`src/stc_consts.svh`:
```
// constants for the statistics counter bank
`ifndef STC_CONSTS_SVH
`define STC_CONSTS_SVH
`define STC_ADR_W       20
`define STC_MAX_COUNT   31'h4000_0000
`define STC_PTR_LO      7'h5d
`define STC_PTR_HI      7'h7f
`define STC_SHARED_LINE 3'h7
`define STC_SHARED_VC   5'h1f
`define STC_VC_ZERO     5'h00
`define STC_CNT_SHARED  4'h0
`define STC_CNT_UNUSED  4'h1
`define STC_CNT_REJPTR  4'ha
`define STC_CNT_MULTI   4'hb
`define STC_CNT_STARV   4'hd
`define STC_ATM_LAST    4'h5
`define STC_BANK_CNT    1'h0
`define STC_BANK_THR    1'h1
`define STC_RAM_PAD     3'h0
`define STC_BANK_TAG    4'h8
`define STC_REG_ATM_EN  20'h00000
`define STC_REG_AAL_EN  20'h00004
`define STC_REG_CTRL    20'h00008
`define STC_REG_STAT    20'h0000c
`define STC_CTRL_UF     0
`define STC_CTRL_ONCE   1
`define STC_FLAG_BIT    31
`define STC_BE_ALL      4'hf
`endif

```
`src/stc_pkg.sv`:
```
// types shared by the statistics counter bank
package stc_pkg;
  typedef enum logic [2:0] {
    STC_IDLE = 3'h0,
    STC_CRD  = 3'h1,
    STC_TRD  = 3'h3,
    STC_CAP  = 3'h2,
    STC_WR   = 3'h6,
    STC_WBA  = 3'h4,
    STC_WBD  = 3'h5
  } stc_state_t;

  typedef struct packed {
    logic       valid;
    logic [2:0] line_index;
    logic [4:0] vc_index;
    logic       is_aal;
    logic       unstructured;
    logic       chan_active;
    logic [3:0] counter_index;
    logic [6:0] ptr_value;
    logic       ptr_par_err;
  } stc_ev_t;

  typedef struct packed {
    logic       valid;
    logic [2:0] line_index;
    logic [4:0] vc_index;
    logic [3:0] counter_index;
  } stc_iq_t;

  typedef struct packed {
    stc_state_t  st;
    logic        ack;
    logic [31:0] dat;
    logic [15:0] ram_adr;
    logic        ram_en;
    logic        ram_we;
    logic [3:0]  ram_be;
    logic [31:0] ram_wd;
    logic        pend;
    logic        rdy;
    logic [11:0] tgt;
    logic [31:0] cword;
    stc_iq_t     iq;
    logic [15:0] atm_en;
    logic [15:0] aal_en;
    logic [1:0]  ctrl;
  } stc_regs_t;
endpackage

```
`src/stc_map.sv`:
```
// maps a raw event onto a counter word index, or drops it
`include "stc_consts.svh"
module stc_map (
  input  wire stc_pkg::stc_ev_t ev_i,
  input  wire logic [15:0]      atm_en_i,
  input  wire logic [15:0]      aal_en_i,
  input  wire logic [1:0]       ctrl_i,
  output logic                  hit_o,
  output logic [11:0]           idx_o
);
  logic [2:0] line;
  logic [4:0] vc;
  logic [3:0] cnt;
  logic       ok;
  logic       bad_ptr;

  always_comb begin
    line    = ev_i.line_index;
    vc      = ev_i.vc_index;
    cnt     = ev_i.counter_index;
    ok      = ev_i.valid && ev_i.chan_active;
    bad_ptr = (ev_i.ptr_value > `STC_PTR_LO) && (ev_i.ptr_value < `STC_PTR_HI);
    if (!ev_i.is_aal) begin
      vc = `STC_VC_ZERO;
      ok = ok && (cnt <= `STC_ATM_LAST) && atm_en_i[cnt];
    end else begin
      ok = ok && aal_en_i[cnt] && (cnt != `STC_CNT_UNUSED);
      if (ev_i.unstructured) begin
        vc = `STC_VC_ZERO;
      end
      if (cnt == `STC_CNT_SHARED) begin
        line = `STC_SHARED_LINE;
        vc   = `STC_SHARED_VC;
      end
      // no starvation cells go out while the buffer restarts itself
      if (cnt == `STC_CNT_STARV && ctrl_i[`STC_CTRL_UF]) begin
        ok = 1'b0;
      end
      if (cnt == `STC_CNT_REJPTR && !ev_i.ptr_par_err && !bad_ptr) begin
        ok = 1'b0;
      end
      if (cnt == `STC_CNT_MULTI && !ctrl_i[`STC_CTRL_ONCE]) begin
        ok = 1'b0;
      end
    end
    hit_o = ok;
    idx_o = {line, vc, cnt};
  end
endmodule

```
`src/stc_sat.sv`:
```
// saturating increment and threshold check of one counter word
`include "stc_consts.svh"
module stc_sat (
  input  wire logic [31:0] cword_i,
  input  wire logic [31:0] thr_i,
  output logic [31:0]      nword_o,
  output logic             fire_o
);
  logic [30:0] n;

  always_comb begin
    n = cword_i[30:0];
    if (n < `STC_MAX_COUNT) begin
      n = 31'(n + 31'h1);
    end
    // thresholds above the ceiling can never be met, as intended
    fire_o  = thr_i[`STC_FLAG_BIT] && !cword_i[`STC_FLAG_BIT]
              && (n >= thr_i[30:0]);
    nword_o = {cword_i[`STC_FLAG_BIT] | fire_o, n};
  end
endmodule

```
`src/stc_top.sv`:
```
// statistics counter bank: wishbone slave, event mapper, ram updates
// Function
// - atm port counters sit at channel zero
// - atm ports count six cell error events
// - aal counter 0 shared at line7, channel31
// - unstructured aal counters other than 0 sit at channel zero
// - counter 2 counts cells written to buffer
// - counter 3 counts misaligned multiframe pulses
// - counter 4 counts cells over fill threshold
// - counter 5 counts end of overflow episodes
// - counter 6 counts all aal1 header errors
// - counter 7 counts sequence sync losses
// - counter 8 counts misinserted cells
// - counter 9 counts sequence algorithm discards
// - counter 10 counts rejected structure pointers
// - counter 11 counts extra pointers when single
// - counters 12, 13 count underflow starts, starvation
// - counter 14 counts pointer reacquisitions
// - counter 15 counts lost cells
// - self restart on underflow freezes counter 13
// - word holds 31-bit count plus entry flag
// - at most one queue entry per counter
// - counter saturates at its maximum
// - threshold bank mirrors counter bank shape
// - count only when channel active and enabled
// - reaching threshold writes a queue entry
`include "stc_consts.svh"
module stc_top (
  input  wire logic                   clk_i,
  input  wire logic                   rst_i,
  input  wire logic                   cyc_i,
  input  wire logic                   stb_i,
  input  wire logic                   we_i,
  input  wire logic [`STC_ADR_W-1:0]  adr_i,
  input  wire logic [3:0]             sel_i,
  input  wire logic [31:0]            dat_i,
  output logic [31:0]                 dat_o,
  output logic                        ack_o,
  input  wire stc_pkg::stc_ev_t       ev_i,
  output logic                        ev_ready_o,
  output logic [15:0]                 ext_ram_address_o,
  output logic                        ram_en_o,
  output logic                        ram_we_o,
  output logic [3:0]                  ram_be_o,
  output logic [31:0]                 ram_wdata_o,
  input  wire logic [31:0]            ram_rdata_i,
  output stc_pkg::stc_iq_t            iq_o
);
  stc_pkg::stc_regs_t r;
  stc_pkg::stc_regs_t next_r;
  logic               map_hit;
  logic [11:0]        map_idx;
  logic [31:0]        sat_word;
  logic               sat_fire;
  logic               req;
  logic               bank_hit;

  stc_map u_map (
    .ev_i     (ev_i),
    .atm_en_i (r.atm_en),
    .aal_en_i (r.aal_en),
    .ctrl_i   (r.ctrl),
    .hit_o    (map_hit),
    .idx_o    (map_idx)
  );

  stc_sat u_sat (
    .cword_i  (r.cword),
    .thr_i    (ram_rdata_i),
    .nword_o  (sat_word),
    .fire_o   (sat_fire)
  );

  assign req      = cyc_i && stb_i && !r.ack;
  assign bank_hit = adr_i[`STC_ADR_W-1:15] == {1'b0, `STC_BANK_TAG};

  always_comb begin
    next_r          = r;
    next_r.ack      = 1'b0;
    next_r.ram_en   = 1'b0;
    next_r.ram_we   = 1'b0;
    next_r.iq.valid = 1'b0;
    // the event class is the counter number, carried by counter_index;
    // unmatched or disabled events are consumed and lost
    if (ev_i.valid && r.rdy && map_hit) begin
      next_r.pend = 1'b1;
      next_r.tgt  = map_idx;
    end
    case (r.st)
      stc_pkg::STC_IDLE: begin
        if (req && bank_hit) begin
          // software reaches either bank through the same window
          next_r.st      = stc_pkg::STC_WBA;
          next_r.ram_adr = {`STC_RAM_PAD, adr_i[14:2]};
          next_r.ram_en  = 1'b1;
          next_r.ram_we  = we_i;
          next_r.ram_be  = sel_i;
          next_r.ram_wd  = dat_i;
        end else if (req) begin
          next_r.ack = 1'b1;
          next_r.dat = 32'h0;
          case (adr_i)
            `STC_REG_ATM_EN: begin
              if (we_i) begin
                next_r.atm_en = dat_i[15:0];
              end else begin
                next_r.dat = {16'h0, r.atm_en};
              end
            end
            `STC_REG_AAL_EN: begin
              if (we_i) begin
                next_r.aal_en = dat_i[15:0];
              end else begin
                next_r.dat = {16'h0, r.aal_en};
              end
            end
            `STC_REG_CTRL: begin
              if (we_i) begin
                next_r.ctrl = dat_i[1:0];
              end else begin
                next_r.dat = {30'h0, r.ctrl};
              end
            end
            `STC_REG_STAT: begin
              next_r.dat = {16'h0, 3'h0, r.pend, r.tgt};
            end
            default: begin
              next_r.dat = 32'h0;
            end
          endcase
        end else if (r.pend) begin
          // bus accesses win; an update never starts mid-access
          next_r.st      = stc_pkg::STC_CRD;
          next_r.ram_adr = {`STC_RAM_PAD, `STC_BANK_CNT, r.tgt};
          next_r.ram_en  = 1'b1;
        end
      end
      stc_pkg::STC_CRD: begin
        next_r.st      = stc_pkg::STC_TRD;
        next_r.ram_adr = {`STC_RAM_PAD, `STC_BANK_THR, r.tgt};
        next_r.ram_en  = 1'b1;
      end
      stc_pkg::STC_TRD: begin
        next_r.st    = stc_pkg::STC_CAP;
        next_r.cword = ram_rdata_i;
      end
      stc_pkg::STC_CAP: begin
        next_r.st       = stc_pkg::STC_WR;
        next_r.ram_adr  = {`STC_RAM_PAD, `STC_BANK_CNT, r.tgt};
        next_r.ram_en   = 1'b1;
        next_r.ram_we   = 1'b1;
        next_r.ram_be   = `STC_BE_ALL;
        next_r.ram_wd   = sat_word;
        next_r.iq.valid = sat_fire;
        next_r.iq.line_index    = r.tgt[11:9];
        next_r.iq.vc_index      = r.tgt[8:4];
        next_r.iq.counter_index = r.tgt[3:0];
      end
      stc_pkg::STC_WR: begin
        next_r.st   = stc_pkg::STC_IDLE;
        next_r.pend = 1'b0;
      end
      stc_pkg::STC_WBA: begin
        next_r.st = stc_pkg::STC_WBD;
      end
      stc_pkg::STC_WBD: begin
        next_r.st  = stc_pkg::STC_IDLE;
        next_r.ack = 1'b1;
        next_r.dat = we_i ? 32'h0 : ram_rdata_i;
      end
      default: begin
        next_r.st = stc_pkg::STC_IDLE;
      end
    endcase
    // one event is held at a time; the source waits on ready
    next_r.rdy = !next_r.pend;
  end

  always_ff @(posedge clk_i) begin
    if (rst_i) begin
      r        <= '0;
      r.st     <= stc_pkg::STC_IDLE;
      r.rdy    <= 1'b1;
      r.ram_be <= `STC_BE_ALL;
    end else begin
      r <= next_r;
    end
  end

  assign dat_o             = r.dat;
  assign ack_o             = r.ack;
  assign ev_ready_o        = r.rdy;
  assign ext_ram_address_o = r.ram_adr;
  assign ram_en_o          = r.ram_en;
  assign ram_we_o          = r.ram_we;
  assign ram_be_o          = r.ram_be;
  assign ram_wdata_o       = r.ram_wd;
  assign iq_o              = r.iq;

  shared_addr_a: assert property (@(posedge clk_i) disable iff (rst_i)
    ev_i.valid && r.rdy && map_hit && ev_i.is_aal
    && ev_i.counter_index == `STC_CNT_SHARED
    |=> r.tgt == {`STC_SHARED_LINE, `STC_SHARED_VC, `STC_CNT_SHARED})
    else $error("shared counter not at line 7 channel 31");

  atm_vc_a: assert property (@(posedge clk_i) disable iff (rst_i)
    ev_i.valid && r.rdy && map_hit && !ev_i.is_aal |=> r.tgt[8:4] == `STC_VC_ZERO)
    else $error("atm counter outside channel zero");

  starv_drop_a: assert property (@(posedge clk_i) disable iff (rst_i)
    ev_i.valid && ev_i.is_aal && ev_i.counter_index == `STC_CNT_STARV
    && r.ctrl[`STC_CTRL_UF] |-> !map_hit)
    else $error("starvation counted during self restart");

  ptr_reject_a: assert property (@(posedge clk_i) disable iff (rst_i)
    ev_i.valid && ev_i.is_aal && ev_i.counter_index == `STC_CNT_REJPTR
    && !ev_i.ptr_par_err && (ev_i.ptr_value <= `STC_PTR_LO
    || ev_i.ptr_value >= `STC_PTR_HI) |-> !map_hit)
    else $error("valid pointer counted as rejected");

  enable_gate_a: assert property (@(posedge clk_i) disable iff (rst_i)
    ev_i.valid && !ev_i.chan_active |-> !map_hit)
    else $error("event counted on inactive channel");

  rmw_order_a: assert property (@(posedge clk_i) disable iff (rst_i)
    r.st == stc_pkg::STC_CRD |=> r.st == stc_pkg::STC_TRD ##1 r.st == stc_pkg::STC_CAP
    ##1 r.st == stc_pkg::STC_WR && r.ram_we ##1 r.st == stc_pkg::STC_IDLE)
    else $error("update sequence broken");

  sat_limit_a: assert property (@(posedge clk_i) disable iff (rst_i)
    r.st == stc_pkg::STC_WR && r.cword[30:0] <= `STC_MAX_COUNT
    |-> r.ram_wd[30:0] <= `STC_MAX_COUNT
    && r.ram_wd[30:0] >= r.cword[30:0])
    else $error("counter passed its ceiling");

  single_iq_a: assert property (@(posedge clk_i) disable iff (rst_i)
    r.iq.valid |-> r.st == stc_pkg::STC_WR && !r.cword[`STC_FLAG_BIT]
    && r.ram_wd[`STC_FLAG_BIT] && r.iq.counter_index == r.tgt[3:0])
    else $error("queue entry repeated or unflagged");

  ack_pulse_a: assert property (@(posedge clk_i) disable iff (rst_i)
    r.ack |=> !r.ack)
    else $error("ack held two cycles");

  cover_update_c: cover property (@(posedge clk_i) disable iff (rst_i)
    r.st == stc_pkg::STC_WR);
  cover_iq_c: cover property (@(posedge clk_i) disable iff (rst_i)
    r.iq.valid);
  cover_bank_rd_c: cover property (@(posedge clk_i) disable iff (rst_i)
    r.st == stc_pkg::STC_WBD && !we_i);
  cover_stall_c: cover property (@(posedge clk_i) disable iff (rst_i)
    ev_i.valid && !r.rdy);
endmodule

```
`config.mk`:
```
export PLATFORM = sky130hd
export DESIGN_NAME = stc_top
export DESIGN_NICKNAME = d
export VERILOG_FILES = /design/src/stc_pkg.sv /design/src/stc_map.sv /design/src/stc_sat.sv /design/src/stc_top.sv
export VERILOG_INCLUDE_DIRS = /design/src
export SDC_FILE = /design/constraint.sdc
export NUM_CORES = 1
export LEC_CHECK = 0
export ABC_AREA = 1
export BUFFER_PORTS_ARGS = -buffer_cell sky130_fd_sc_hd__buf_2
export CORE_AREA = 2 2 190 192
export CTS_CLUSTER_SIZE = 24
export DETAILED_ROUTE_END_ITERATION = 7
export DIE_AREA = 0 0 192 194
export HOLD_SLACK_MARGIN = 0.02
export MAX_ROUTING_LAYER = met4
export PLACE_DENSITY_LB_ADDON = 0.12
export SYNTH_ARGS = -nofsm -noshare
export SYNTH_HDL_FRONTEND = slang
export SYNTH_SLANG_ARGS = --single-unit
```
`constraint.sdc`:
```
create_clock -name clk_i -period 2.68 [get_ports clk_i]
set_input_delay 0.536 -clock clk_i [delete_from_list [all_inputs] [get_ports clk_i]]
set_output_delay 0.536 -clock clk_i [all_outputs]
set_load 0.005 [all_outputs]
```
Word-level counts from Yosys, hierarchy flattened
Index checks and enable logic that the tools add are counted.
Storage, ports and cells
  input bits: 117
  register bits after elaboration: 183
Cells by class
  multiplexer cells: 34
  magnitude comparators: 6
  eq/ne operators: 19
  reduce and logical (&&, ||, !) cells: 37
  bitwise gates (word level): 3
  $add $sub $neg: 1
Operator list (number)
  32-bit one-hot mux with 4 select lines: 1
  37-bit one-hot mux with 2 select lines: 1
  33-bit two-way mux: 2
  33-bit one-hot mux with 2 select lines: 1
  17-bit two-way mux: 3
  17-bit one-hot mux with 3 select lines: 1
  20-bit by 4-bit equality test with 1-bit output, second input constant: 2
  37-bit two-way mux: 1
  16-bit two-way mux: 2
  32-bit two-way mux: 1
  31-bit by 1-bit adder with 31-bit output, second input constant: 1
  31-bit >= comparator: 1
  31-bit less-than comparator, second input constant: 1
  31-bit two-way mux: 1
  20-bit by 3-bit equality test with 1-bit output, second input constant: 1
  20-bit zero test: 1
  1-bit logical AND: 17
  3-bit two-way mux: 5
  5-bit two-way mux: 3
  3-bit one-hot mux with 5 select lines: 1
  5-bit AND reduction: 3
  4-bit equality test, second input constant: 3
  3-bit equality test, second input constant: 3
  1-bit binary-select mux with 4-bit select: 2
  other kinds (22): 42

Logic depth before layout (Yosys ltp)
Gate-level depths: netlist (run 1).
  word-level depth: 12
  depth in mapped cells: 26

Hierarchy
Synthesis (run 1) repeated with hierarchy kept, for this count alone.
Unflattened totals
  cells, all modules: 1566
  area total of the unflattened synthesis: 10588.9 um2
Modules (own cells, without submodules)
  stc_top: cells each 1155, times used 1, sequential area each 3603.5 um2, area each 8410.6 um2
  stc_sat: cells each 300, times used 1, sequential area each 0.0 um2, area each 1692.9 um2
  stc_map: cells each 111, times used 1, sequential area each 0.0 um2, area each 485.5 um2

Worst setup path after synthesis (run 1)
Ideal clock, no wire load.
  path kind: register to register
  start: reg r[47] in the netlist's numbering
  end: reg r (netlist bit ram_wdata_o[31])
  data required time: 2.570 ns
  period minus slack after synthesis: 2.611 ns
  setup slack: 0.069 ns
  arrival time: 2.502 ns
  cell stages (with the launch flop): 25
  cell sequence: dfxtp_1 ha_1 inv_1 nor2_1 inv_1 nor2_2 nand3_2 nor2_4 nand2_1 xnor2_2 ha_1 nand2_1 nand2_1 nand2_1 nand2_1 a21oi_1 nand2_1 nor2_1 nand2_1 nand2_1 nand2_1 nand2_1 nand3_1 nand2_1 inv_1
Between the ends
  cells in the longest elaborated chain, start to end: 6
  elaborated cells between the ends (all ways): 7
RTL lines
  start: declaration: line stc_top.sv:49  | stc_pkg::stc_regs_t r;
  start signal: assignment: line stc_top.sv:186  | r <= next_r;
  31-bit by 1-bit adder with 31-bit output or 31-bit less-than comparator (tied branches)
  31-bit two-way mux (*): line stc_sat.sv:13  | if (n < `STC_MAX_COUNT) begin
  31-bit >= comparator (*): line stc_sat.sv:18  | && (n >= thr_i[30:0]);
  1-bit logical AND (*): line stc_sat.sv:17  | fire_o = thr_i[`STC_FLAG_BIT] && !cword_i[`STC_FLAG_BIT]
  1-bit bitwise OR (*): line stc_sat.sv:19  | nword_o = {cword_i[`STC_FLAG_BIT] | fire_o, n};
  37-bit one-hot mux with 2 select lines (*): line stc_top.sv:89  | case (r.st)
Every way passes the cells marked *; elsewhere a longest branch is shown, timed or not.
A chain may end at the register's enable or synchronous reset.

Worst setup path after layout (run 1)
  start: reg r[69] in the netlist's numbering
  end: reg r (netlist bit ram_wdata_o[31])
Same word-level chain as after synthesis.

==> results of run 1 <==
==> repair_timing <==
action | in CTS | in global routing
setup buffers | 3 | 13
endpoints found under the setup margin | 2 | 2
hold endpoints to repair | 0 | 0
pin swaps | 13 | 44
gates resized for setup | 54 | 88
==> cell families after synthesis <==
logic type | share of synthesized area (%)
XOR/XNOR | 1.566
AO/OA/AOI/OAI | 17.11
flip-flops | 34.44
adder cells (fa/ha/maj) | 3.826
AND/OR/NAND/NOR | 25.83
other | 0.03584
buffers and inverters | 17.19
==> where the power goes <==
part	internal [mW]	leakage (nW)	switching, mW
clock	1.25	0.281	1.33
combinational	0.871	4.79	1.46
sequential	3.02	1.47	0.231
total	5.15	6.54	3.02
==> through the flow <==
| stage | worst slack, ps | hold slack (ps) | power, mW |
|---|---|---|---|
| 6_report | 10.84 | 332.1 | 8.171 |
| 5_1_grt | -225.4 | 324.1 | 8.692 |
| 4_1_cts | -39.25 | 299.8 | 8.233 |
| 3_5_place_dp | -397.2 | 441.9 | 5.588 |
| 3_3_place_gp | -386.9 | 437.8 | 5.587 |
| 2_1_floorplan | 68.58 | 430.1 | 4.884 |
==> synth_stat cells (13+ instances only) <==
library cell  instances
a211oi_1             15
a21oi_1             129
a221oi_1             14
buf_2                16
buf_4               104
clkbuf_1             37
dfxtp_1             180
ha_1                 32
inv_1               192
nand2_1             375
nand3_1              53
nand4_1              13
nor2_1              147
nor3_1               18
o21ai_0             108
o21ai_1              16
xor2_1               13
==> flip-flops by register name, indices dropped and copies added, names as in the netlist <==
| name | count |
|---|---|
| dat_o | 32 |
| ram_en_o | 1 |
| ram_wdata_o | 32 |
| ext_ram_address_o | 13 |
| ram_be_o | 4 |
| ev_ready_o | 1 |
| ack_o | 1 |
| r | 82 |
| ram_we_o | 1 |
| iq_o | 13 |
==> cell type report <==
type / count / area share (%)
diodes: 2 / 0.03799
clock buffers: 17 / 3.229
clock inverters: 15 / 1.225
inverters: 201 / 5.756
multi-input cells: 1011 / 41.57
flip-flops and latches: 180 / 27.71
well taps: 461 / 4.379
repair buffers: 345 / 16.09
==> critical path: cells and delay by family (launching register included) <==
kind | cells | cell delay, ps
AND/OR/NAND/NOR | 15 | 1470
flip-flops | 1 | 420
adder cells (fa/ha/maj) | 1 | 290
XOR/XNOR | 1 | 200
buffers and inverters | 2 | 120
AO/OA/AOI/OAI | 1 | 100
==> cells in the final DEF (no fill, tap or decap), types with 13 or more instances in the layout <==
master	count
nor2_2	19
a21oi_1	127
nand4_1	13
nand2_1	350
inv_2	18
dfxtp_2	16
a221oi_1	14
ha_1	27
o21ai_0	107
nand2_2	28
o21ai_1	16
a211oi_1	15
clkbuf_16	17
dfxtp_1	157
inv_1	181
nand3_1	49
nor2_4	14
nor2_1	124
buf_4	123
buf_2	214
==> how the worst min path moves through the flow <==
| stage | start | endpoint | slack [ps] | depth (start not counted) |
|---|---|---|---|---|
| 2_1_floorplan | ram_be_o[0] | ram_be_o[0] | 430 | 2 |
| 3_3_place_gp | ram_be_o[3] | ram_be_o[3] | 440 | 2 |
| 3_5_place_dp | ram_be_o[0] | ram_be_o[0] | 440 | 2 |
| 4_1_cts | sel_i[0] | ram_be_o[0] | 300 | 3 |
| 5_1_grt | sel_i[0] | ram_be_o[0] | 320 | 3 |
| 6_report | sel_i[0] | ram_be_o[0] | 330 | 3 |
==> metal layers <==
metal  up-vias  track usage, %  part of all wire (%)
met5         -               -                     0
met4         0           5.739                   2.1
met3        41           3.457                   4.2
met2       219           34.28                    49
met1      4731           25.21                    44
li1       5284               -                     -
==> results.toml, run 1 <==
[drt]
vias = 10280
drt_iter0_drc = 516
firstDrtPassIters = 5
wl_microns = 37200
drcViolationCount = 0
avgRoutedWirePerCell_microns = 16.67
viasPerCell = 4.603
antenna_left = 0

[timing]
clock-skew-final_ps = 15.99
min_period_over_period_pct = 99.60
clock.fmax_mhz = 374.7
worst_pin_slew_ps = 847.0
finalSetupViolCount = 0
rsz0062_at_grt = "yes"
slew_violations = 0
slew_headroom_pct = 43.45
fin_crit_ps = 2669
hold_viol = 0
setup_tns_ps = 0

[setup_path]
required_ps = 3080
crit_path_start = "r[69]"
cp-start-kind = "flop"
r2r_slack_ps = 10
crit_path_end_kind = "flop"
r2r_end = "ram_wdata_o[31]"
worstSetupPathType = "reg -> reg"
crit_top_cell = "nand2_1"
cp_slowest_cell = "dfxtp_1"
endpoint = "ram_wdata_o[31]"
path_cells = "inv_1 -> nor3_2 -> nand2_1 -> nor2_2 -> nand2_2 -> xor2_1 -> a21boi_1 -> ha_1 -> nand2_2 -> nor2_4 -> nand4_1 -> nor3_2 -> nand2_1 -> nand2_2 -> nand2_2 -> nand2_1 -> nand2_1 -> nand3_1 -> nand2_1 -> inv_1"
timing.rr.start = "r[69]"
crit_fanout = 4
arrival_ps = 3070
max_stage_delay_ps = 420
worst_r2r_path_depth = 20

[synth]
async_flop_share_pct = 0
ys.flop_type = "dfxtp_1"
seq_area_frac_synth_pct = 34.44
ys_ff_latch = 180
ys_warn_count = 0
avgSynthCellArea_sq_um = 6.738
yosysTopAreaCell = "dfxtp_1"
synth_area_leaders = "dfxtp_1 (34%), nand2_1 (13%), buf_4 (7.5%)"
postSynthCellCount = 1553
synth_top_cell_area_share_pct = 34.44
synth_cell_types = 48
netlist_area_sq_mm = 0.01046
synth_edf_count = 0

[clock_tree]
clk_latency_ps = 460
cts-hold-fix-buffers = 0
ctsHtreeMaxLevel = 4
numCtsBuffers = 17
cts_tree = "yes"
clock_path_buffers = 2
root_buffer = "clkbuf_16"
clock-sinks = 180
clk_pin_slew_ps = 80

[die]
die_area_sq_mm = 0.03725
io_pins = 218
core-area_sq_mm = 0.03522
die_x_microns = 192
rows = 69
die_h_microns = 194
initial_utilization_pct = 29.71

[place]
placed_cell_area_sq_mm = 0.01201
gp_congestion = 0.8730
dp.cells = 2183
dp_hpwl_microns = 27710
port_buffers = 214

[pwr]
p_leak_nw = 6.544
power.density_mw_per_mm2 = 620.3
peakVddDrop_v = 0.0004613

[final_layout]
fillers = 3894
fin_nets = 1905
drive_above_1_share_pct = 30.02
syn_to_final_growth_pct = 25.89
final_util_pct = 37.40
multi_input_area_sq_mm = 0.005477
instances_no_fill = 2232
stdcell_area_sq_mm = 0.01317
regArea_sq_mm = 0.003650

[global_routing]
grt_pass1_vias = 9934
gr-total-overflow = 0
grt_max_degree = 66
grt_pass1_wl_microns = 56360
grt_use_total_pct = 20.46
antenna_found_initial = 2

[job]
max-cap-violations = 0

[hold_path]
hp-class = "in -> reg"

[outcome]
outcome = "finished clean"
(Power assumes the default switching activity.)
==> run 2, diff against run 1 <==
- CORE_AREA: 2 2 190 192 -> 2 2 191 193
- DIE_AREA: 0 0 192 194 -> 0 0 193 195
- SYNTH_HIERARCHICAL: not set -> 1
==> run 2 against run 1 <==
Compared with the run above: the flow now finishes with violations (negative setup slack); clock-buffer cell count increased by 2; global-route usage increased by 0.72 points; worst setup slack lost 93 ps; maximum frequency decreased by 3.4%; final cell count decreased by 1.3%; synthesized cell count is 0.84% higher; sequential power down 4%; cell area decreased by 2.4%; total power down 1.7%; largest power group unchanged; sequential cell count did not move; highest routed layer unchanged.
==> results.toml, run 2 <==
[outcome]
outcome = "finished, violations left"
violations = "negative setup slack"

[synth]
synth_xor_area_share_pct = 2.139
seq_area_frac_synth_pct = 34.03
synth_compound_area_share_pct = 14.57
synth_edf_count = 0
ys_ff_latch = 180
netlist_area_sq_mm = 0.01059
ys.flop_type = "dfxtp_1"
synth_cell_types = 42
synthSimpleGateAreaFrac_pct = 28.60
synth_mux_area_share_pct = 0
ys_warn_count = 6
postSynthCellCount = 1566
synth_top_family_by_area = "simple AND/OR/NAND/NOR gates"
synth_commonest_cells = "nand2_1 (338), dfxtp_1 (180), nor2_1 (167)"
avgSynthCellArea_sq_um = 6.762
yosysTopAreaCell = "dfxtp_1"
synthAdderAreaFrac_pct = 3.781
synth_area_leaders = "dfxtp_1 (34%), nand2_1 (12%), buf_4 (8.2%)"
yosysMostFrequentCell = "nand2_1"
synth_top_cell_area_share_pct = 34.03
async_flop_share_pct = 0

[place]
dp.cells = 2150
dp_hpwl_microns = 29120
pre_cts_ws_ps = -170.1
port_buffers = 214
placed_cell_area_sq_mm = 0.01184
gp_congestion = 0.8694

[die]
die_h_microns = 195
io_pins = 218
rows = 69
initial_utilization_pct = 29.92
die_area_sq_mm = 0.03764
core-area_sq_mm = 0.03540
die_x_microns = 193

[drt]
avgRoutedWirePerCell_microns = 17.56
vias = 10350
viasPerCell = 4.699
drcViolationCount = 0
firstDrtPassIters = 5
wl_microns = 38670
antenna_left = 0
drt_iter0_drc = 608

[clock_tree]
clk_pin_slew_ps = 70
ctsHtreeMaxLevel = 4
cts-hold-fix-buffers = 0
root_buffer = "clkbuf_16"
clk_latency_ps = 460
clock-sinks = 180
numCtsBuffers = 17
cts_tree = "yes"
clock_path_buffers = 2

[pwr]
peakVddDrop_v = 0.0004759
finalPower_mw = 8.034
p_leak_nw = 6.015
power.density_mw_per_mm2 = 624.8

[setup_path]
path_cells = "ha_4 -> nand3_4 -> nor2_4 -> nand2_4 -> nor3_4 -> buf_6 -> nand3_4 -> xor2_2 -> ha_1 -> nand2_1 -> nand2_1 -> nand2_1 -> nand2_2 -> a21oi_2 -> nand2_1 -> nor2_1 -> nand2_1 -> nand2_1 -> nand2_1 -> nand2_1 -> a31oi_1"
r2r_slack_ps = -80
worstSetupPathType = "reg -> reg"
crit_buf_inv = 1
crit_fanout = 3
arrival_ps = 3070
required_ps = 2990
crit_path_end_kind = "flop"
cp-start-kind = "flop"
crit_top_cell = "nand2_1"
critPathTopFamily = "simple AND/OR/NAND/NOR gates"
r2r_end = "ram_wdata_o[31]"
worst_r2r_path_depth = 21
cp_slowest_cell = "dfxtp_2"
timing.rr.start = "r[48]"
max_stage_delay_ps = 360

[global_routing]
grt_pass1_wl_microns = 58420
grt_max_degree = 55
grt_pass1_vias = 10090
grt_use_total_pct = 21.17
gr-total-overflow = 0
antenna_found_initial = 5

[timing]
setup_tns_ps = -83.79
hold_slack_ps = 322.7
clock.fmax_mhz = 362.1
rsz0062_at_grt = "yes"
finalSetupViolCount = 2
min_period_over_period_pct = 103.1
layout_setup_ws_ps = -81.98
hold_viol = 0
clock-skew-final_ps = 13.24
slew_violations = 0
fin_crit_ps = 2762
slew_headroom_pct = 48.75
worst_pin_slew_ps = 768.8

[hold_path]
holdCritStartpoint = "sel_i[3]"
hp-class = "in -> reg"
min_to = "ram_be_o[3]"
whs_path_depth = 3

[final_layout]
stdcell_area_sq_mm = 0.01286
layout_common_cells = "nand2_1 (328), buf_2 (214), dfxtp_1 (173)"
fin_nets = 1872
largest_reg_flops = 82
largest-register = "r"
syn_to_final_growth_pct = 21.43
instances_no_fill = 2202
drive_above_1_share_pct = 25.23
final_common_cell = "nand2_1"
final_util_pct = 36.33

[job]
max-cap-violations = 0
## run 2: changes by cell type in the layout (fill, tap and decap cells not counted), moves of 11 or more
| cell | previous run | this run |
|---|---|---|
| a211oi_1 | 15 | 0 |
| a221oi_1 | 14 | 0 |
| a31oi_1 | 0 | 34 |
| buf_4 | 123 | 93 |
| dfxtp_1 | 157 | 173 |
| inv_1 | 181 | 158 |
| nand2_1 | 350 | 328 |
| nand2_2 | 28 | 12 |
| nand3_1 | 49 | 68 |
| nand4_1 | 13 | 52 |
| nor2_1 | 124 | 159 |
| o21ai_0 | 107 | 118 |
## run 2: cell families after synthesis
kind of cell,count (synthesis)
buffers and inverters,350
adder cells (fa/ha/maj),32
XOR/XNOR,25
AND/OR/NAND/NOR,682
AO/OA/AOI/OAI,296
flip-flops,180
other,1
## run 2: what timing repair did
| action | 4_1_cts | 5_1_grt |
|---|---|---|
| setup endpoints to repair | 2 | 3 |
| buffers inserted | 12 | 6 |
| gates resized for setup | 27 | 34 |
| pin swaps | 21 | 23 |
## run 2: area by class of cell
class | count | area [sq um]
Multi-Input combinational cell | 1038 | 5455
Clock buffer | 19 | 442.9
Timing Repair Buffer | 317 | 1934
Sequential cell | 180 | 3615
Clock inverter | 13 | 187.7
Tap cell | 461 | 576.8
Fill cell | 3914 | 22540
Antenna cell | 5 | 12.51
Inverter | 169 | 634.4
## run 2: worst max path at each step
stage / from / to / slack [ps] / cells past startpoint
finish: r[48] / ram_wdata_o[31] / -80 / 21
CTS: r[48] / ram_wdata_o[31] / -110 / 22
detailed placement: r[58] / ram_wdata_o[31] / -170 / 19
floorplan: r[47] / ram_wdata_o[31] / 160 / 20
global placement: r[58] / ram_wdata_o[31] / -200 / 19
global route: r[48] / ram_wdata_o[31] / -290 / 22
## run 2: power by group
group	switching (mW)	total [mW]	leakage, nW	internal [mW]
sequential	0.183	3.13	1.46	2.94
combinational	1.43	2.14	4.25	0.710
clock	1.24	2.77	0.308	1.53
total	2.85	8.03	6.02	5.18
## run 2: worst reg2reg max path, stage by stage (launching register included)
cell and delay [ps]:
dfxtp_2 360, ha_4 150, nand3_4 70, nor2_4 120
nand2_4 80, nor3_4 200, buf_6 150, nand3_4 60
xor2_2 160, ha_1 320, nand2_1 70, nand2_1 50
nand2_1 80, nand2_2 60, a21oi_2 160, nand2_1 70
nor2_1 100, nand2_1 100, nand2_1 90, nand2_1 50
nand2_1 60, a31oi_1 70
## run 2: per-layer routing
| metal | global-route usage [%] | vias up | part of all wire, % |
|---|---|---|---|
| met5 | - | - | 0 |
| li1 | - | 5283 | - |
| met1 | 26.01 | 4792 | 44 |
| met4 | 7.211 | 0 | 2.8 |
| met2 | 34.85 | 224 | 49 |
| met3 | 3.774 | 48 | 4.2 |
==> run 3, diff against run 2 <==
- CORE_AREA: 2 2 191 193 -> 2 2 269 138
- DIE_AREA: 0 0 193 195 -> 0 0 271 140
==> run 3 against run 2 <==
Compared with the run above: the run still ends with negative setup slack left; final cell count increased by 1.7%; combinational power increased by 4%; wire length increased by 9.1%; core utilization increased by 0.60 points; largest power group unchanged.
==> results.toml, run 3 (same netlist as run 2, synthesis figures left out) <==
[die]
die_x_microns = 271
io_pins = 218
rows = 49
die_area_sq_mm = 0.03794
die_h_microns = 140
initial_utilization_pct = 29.83
core-area_sq_mm = 0.03550

[clock_tree]
clock-sinks = 180
cts-hold-fix-buffers = 0
clk_latency_ps = 470
root_buffer = "clkbuf_16"
cts_tree = "yes"
ctsHtreeMaxLevel = 4
numCtsBuffers = 17
clock_path_buffers = 2
clk_pin_slew_ps = 80

[drt]
antenna_left = 0
vias = 10720
firstDrtPassIters = 5
drcViolationCount = 0
wl_microns = 42190
drt_iter0_drc = 1001
avgRoutedWirePerCell_microns = 18.84
viasPerCell = 4.786

[timing]
clock-skew-final_ps = 14.94
slew_violations = 0
slew_headroom_pct = 47.35
worst_pin_slew_ps = 788.6
rsz0062_at_grt = "yes"
hold_slack_ps = 301.4
layout_setup_ws_ps = -145.2
finalSetupViolCount = 2
fin_crit_ps = 2825
clock.fmax_mhz = 354.0
min_period_over_period_pct = 105.4
hold_viol = 0
setup_tns_ps = -217.9

[job]
max-cap-violations = 0

[final_layout]
final_common_cell = "nand2_1"
largest-register = "r"
drive_above_1_share_pct = 27.35
fin_nets = 1891
syn_to_final_growth_pct = 23.79
largest_reg_flops = 82
layout_common_cells = "nand2_1 (324), buf_2 (214), dfxtp_1 (167)"

[global_routing]
grt_max_degree = 55
grt_pass1_wl_microns = 62890
grt_use_total_pct = 22.74
gr-total-overflow = 0
antenna_found_initial = 1
grt_pass1_vias = 9908

[pwr]
finalPower_mw = 8.002
power.density_mw_per_mm2 = 610.5
p_leak_nw = 6.139
peakVddDrop_v = 0.0003706

[setup_path]
cp-start-kind = "flop"
required_ps = 2990
arrival_ps = 3140
worstSetupPathType = "reg -> reg"
crit_path_end_kind = "flop"
crit_fanout = 4

[outcome]
outcome = "finished, violations left"
violations = "negative setup slack"

[place]
pre_cts_ws_ps = -301.8
gp_congestion = 0.8902
port_buffers = 214
dp_hpwl_microns = 32020

[hold_path]
hp-class = "in -> reg"
-- run 3: changes by cell type in the layout (fill, tap and decap cells not counted), moves of 3 or more --
cell,before,now
inv_6,5,2
nor2_1,159,154
nand2_1,328,324
dfxtp_1,173,167
bufinv_16,3,0
dfxtp_2,6,13
inv_8,1,6
nor2_4,13,16
buf_4,93,113
diode_2,5,1
-- run 3: routing by layer --
metal / track usage [%] / wire [microns] / vias up
met4: 4.740 / 382 / 0
met1: 37.09 / 23550 / 5027
met3: 3.977 / 3014 / 26
met2: 27.45 / 15250 / 339
li1: - / - / 5328
met5: - / 0 / -
-- run 3: final timing paths --
path	from	to	slack, ps	depth (start not counted)
max	r[48]	ram_wdata_o[31]	-150	20
min	sel_i[0]	ram_be_o[0]	300	3
max reg2reg	r[48]	ram_wdata_o[31]	-150	20
min reg2reg	r[26]	r[26]	460	2
-- run 3: per-stage QoR --
stage	cells	instance area (sq um)	utilization [%]
2_1_floorplan	1568	10600	-
3_3_place_gp	2199	12050	33.95
3_5_place_dp	2199	12050	33.95
4_1_cts	2235	12890	36.30
5_1_grt	2240	13110	36.93
6_report	2240	13110	36.93
-- run 3: timing repair --
| action | in CTS | in global routing |
|---|---|---|
| gates resized for setup | 39 | 51 |
| setup buffers | 6 | 5 |
| setup endpoints to repair | 2 | 2 |
| pin swaps | 21 | 29 |
-- run 3: area by class of cell --
class / count / area (sq um)
flip-flops and latches: 180 / 3620
inverters: 169 / 634.4
multi-input cells: 1038 / 5583
repair buffers: 336 / 2064
clock buffers: 18 / 439.2
well taps: 484 / 605.6
fillers: 3892 / 22390
diodes: 1 / 2.502
clock inverters: 14 / 158.9
-- run 3: power by group --
group          internal, mW  leakage (nW)  switching (mW)
Sequential             2.94          1.46           0.200
Combinational         0.736          4.39            1.49
Clock                  1.28         0.291            1.35
Total                  4.96          6.14            3.04
-- run 3: worst max-delay path, stage by stage (launching register included) --
cell	delay [ps]
dfxtp_2	360
ha_4	160
nand3_4	70
nor2_4	140
nand2_4	100
nor3_4	240
nand3_1	160
xor2_1	240
ha_1	290
nand2_1	70
nand2_1	40
nand2_1	50
nand2_1	80
a21oi_4	160
nand2_1	60
nor2_1	80
nand2_1	90
nand2_1	90
nand2_1	50
nand2_1	60
a31oi_1	80
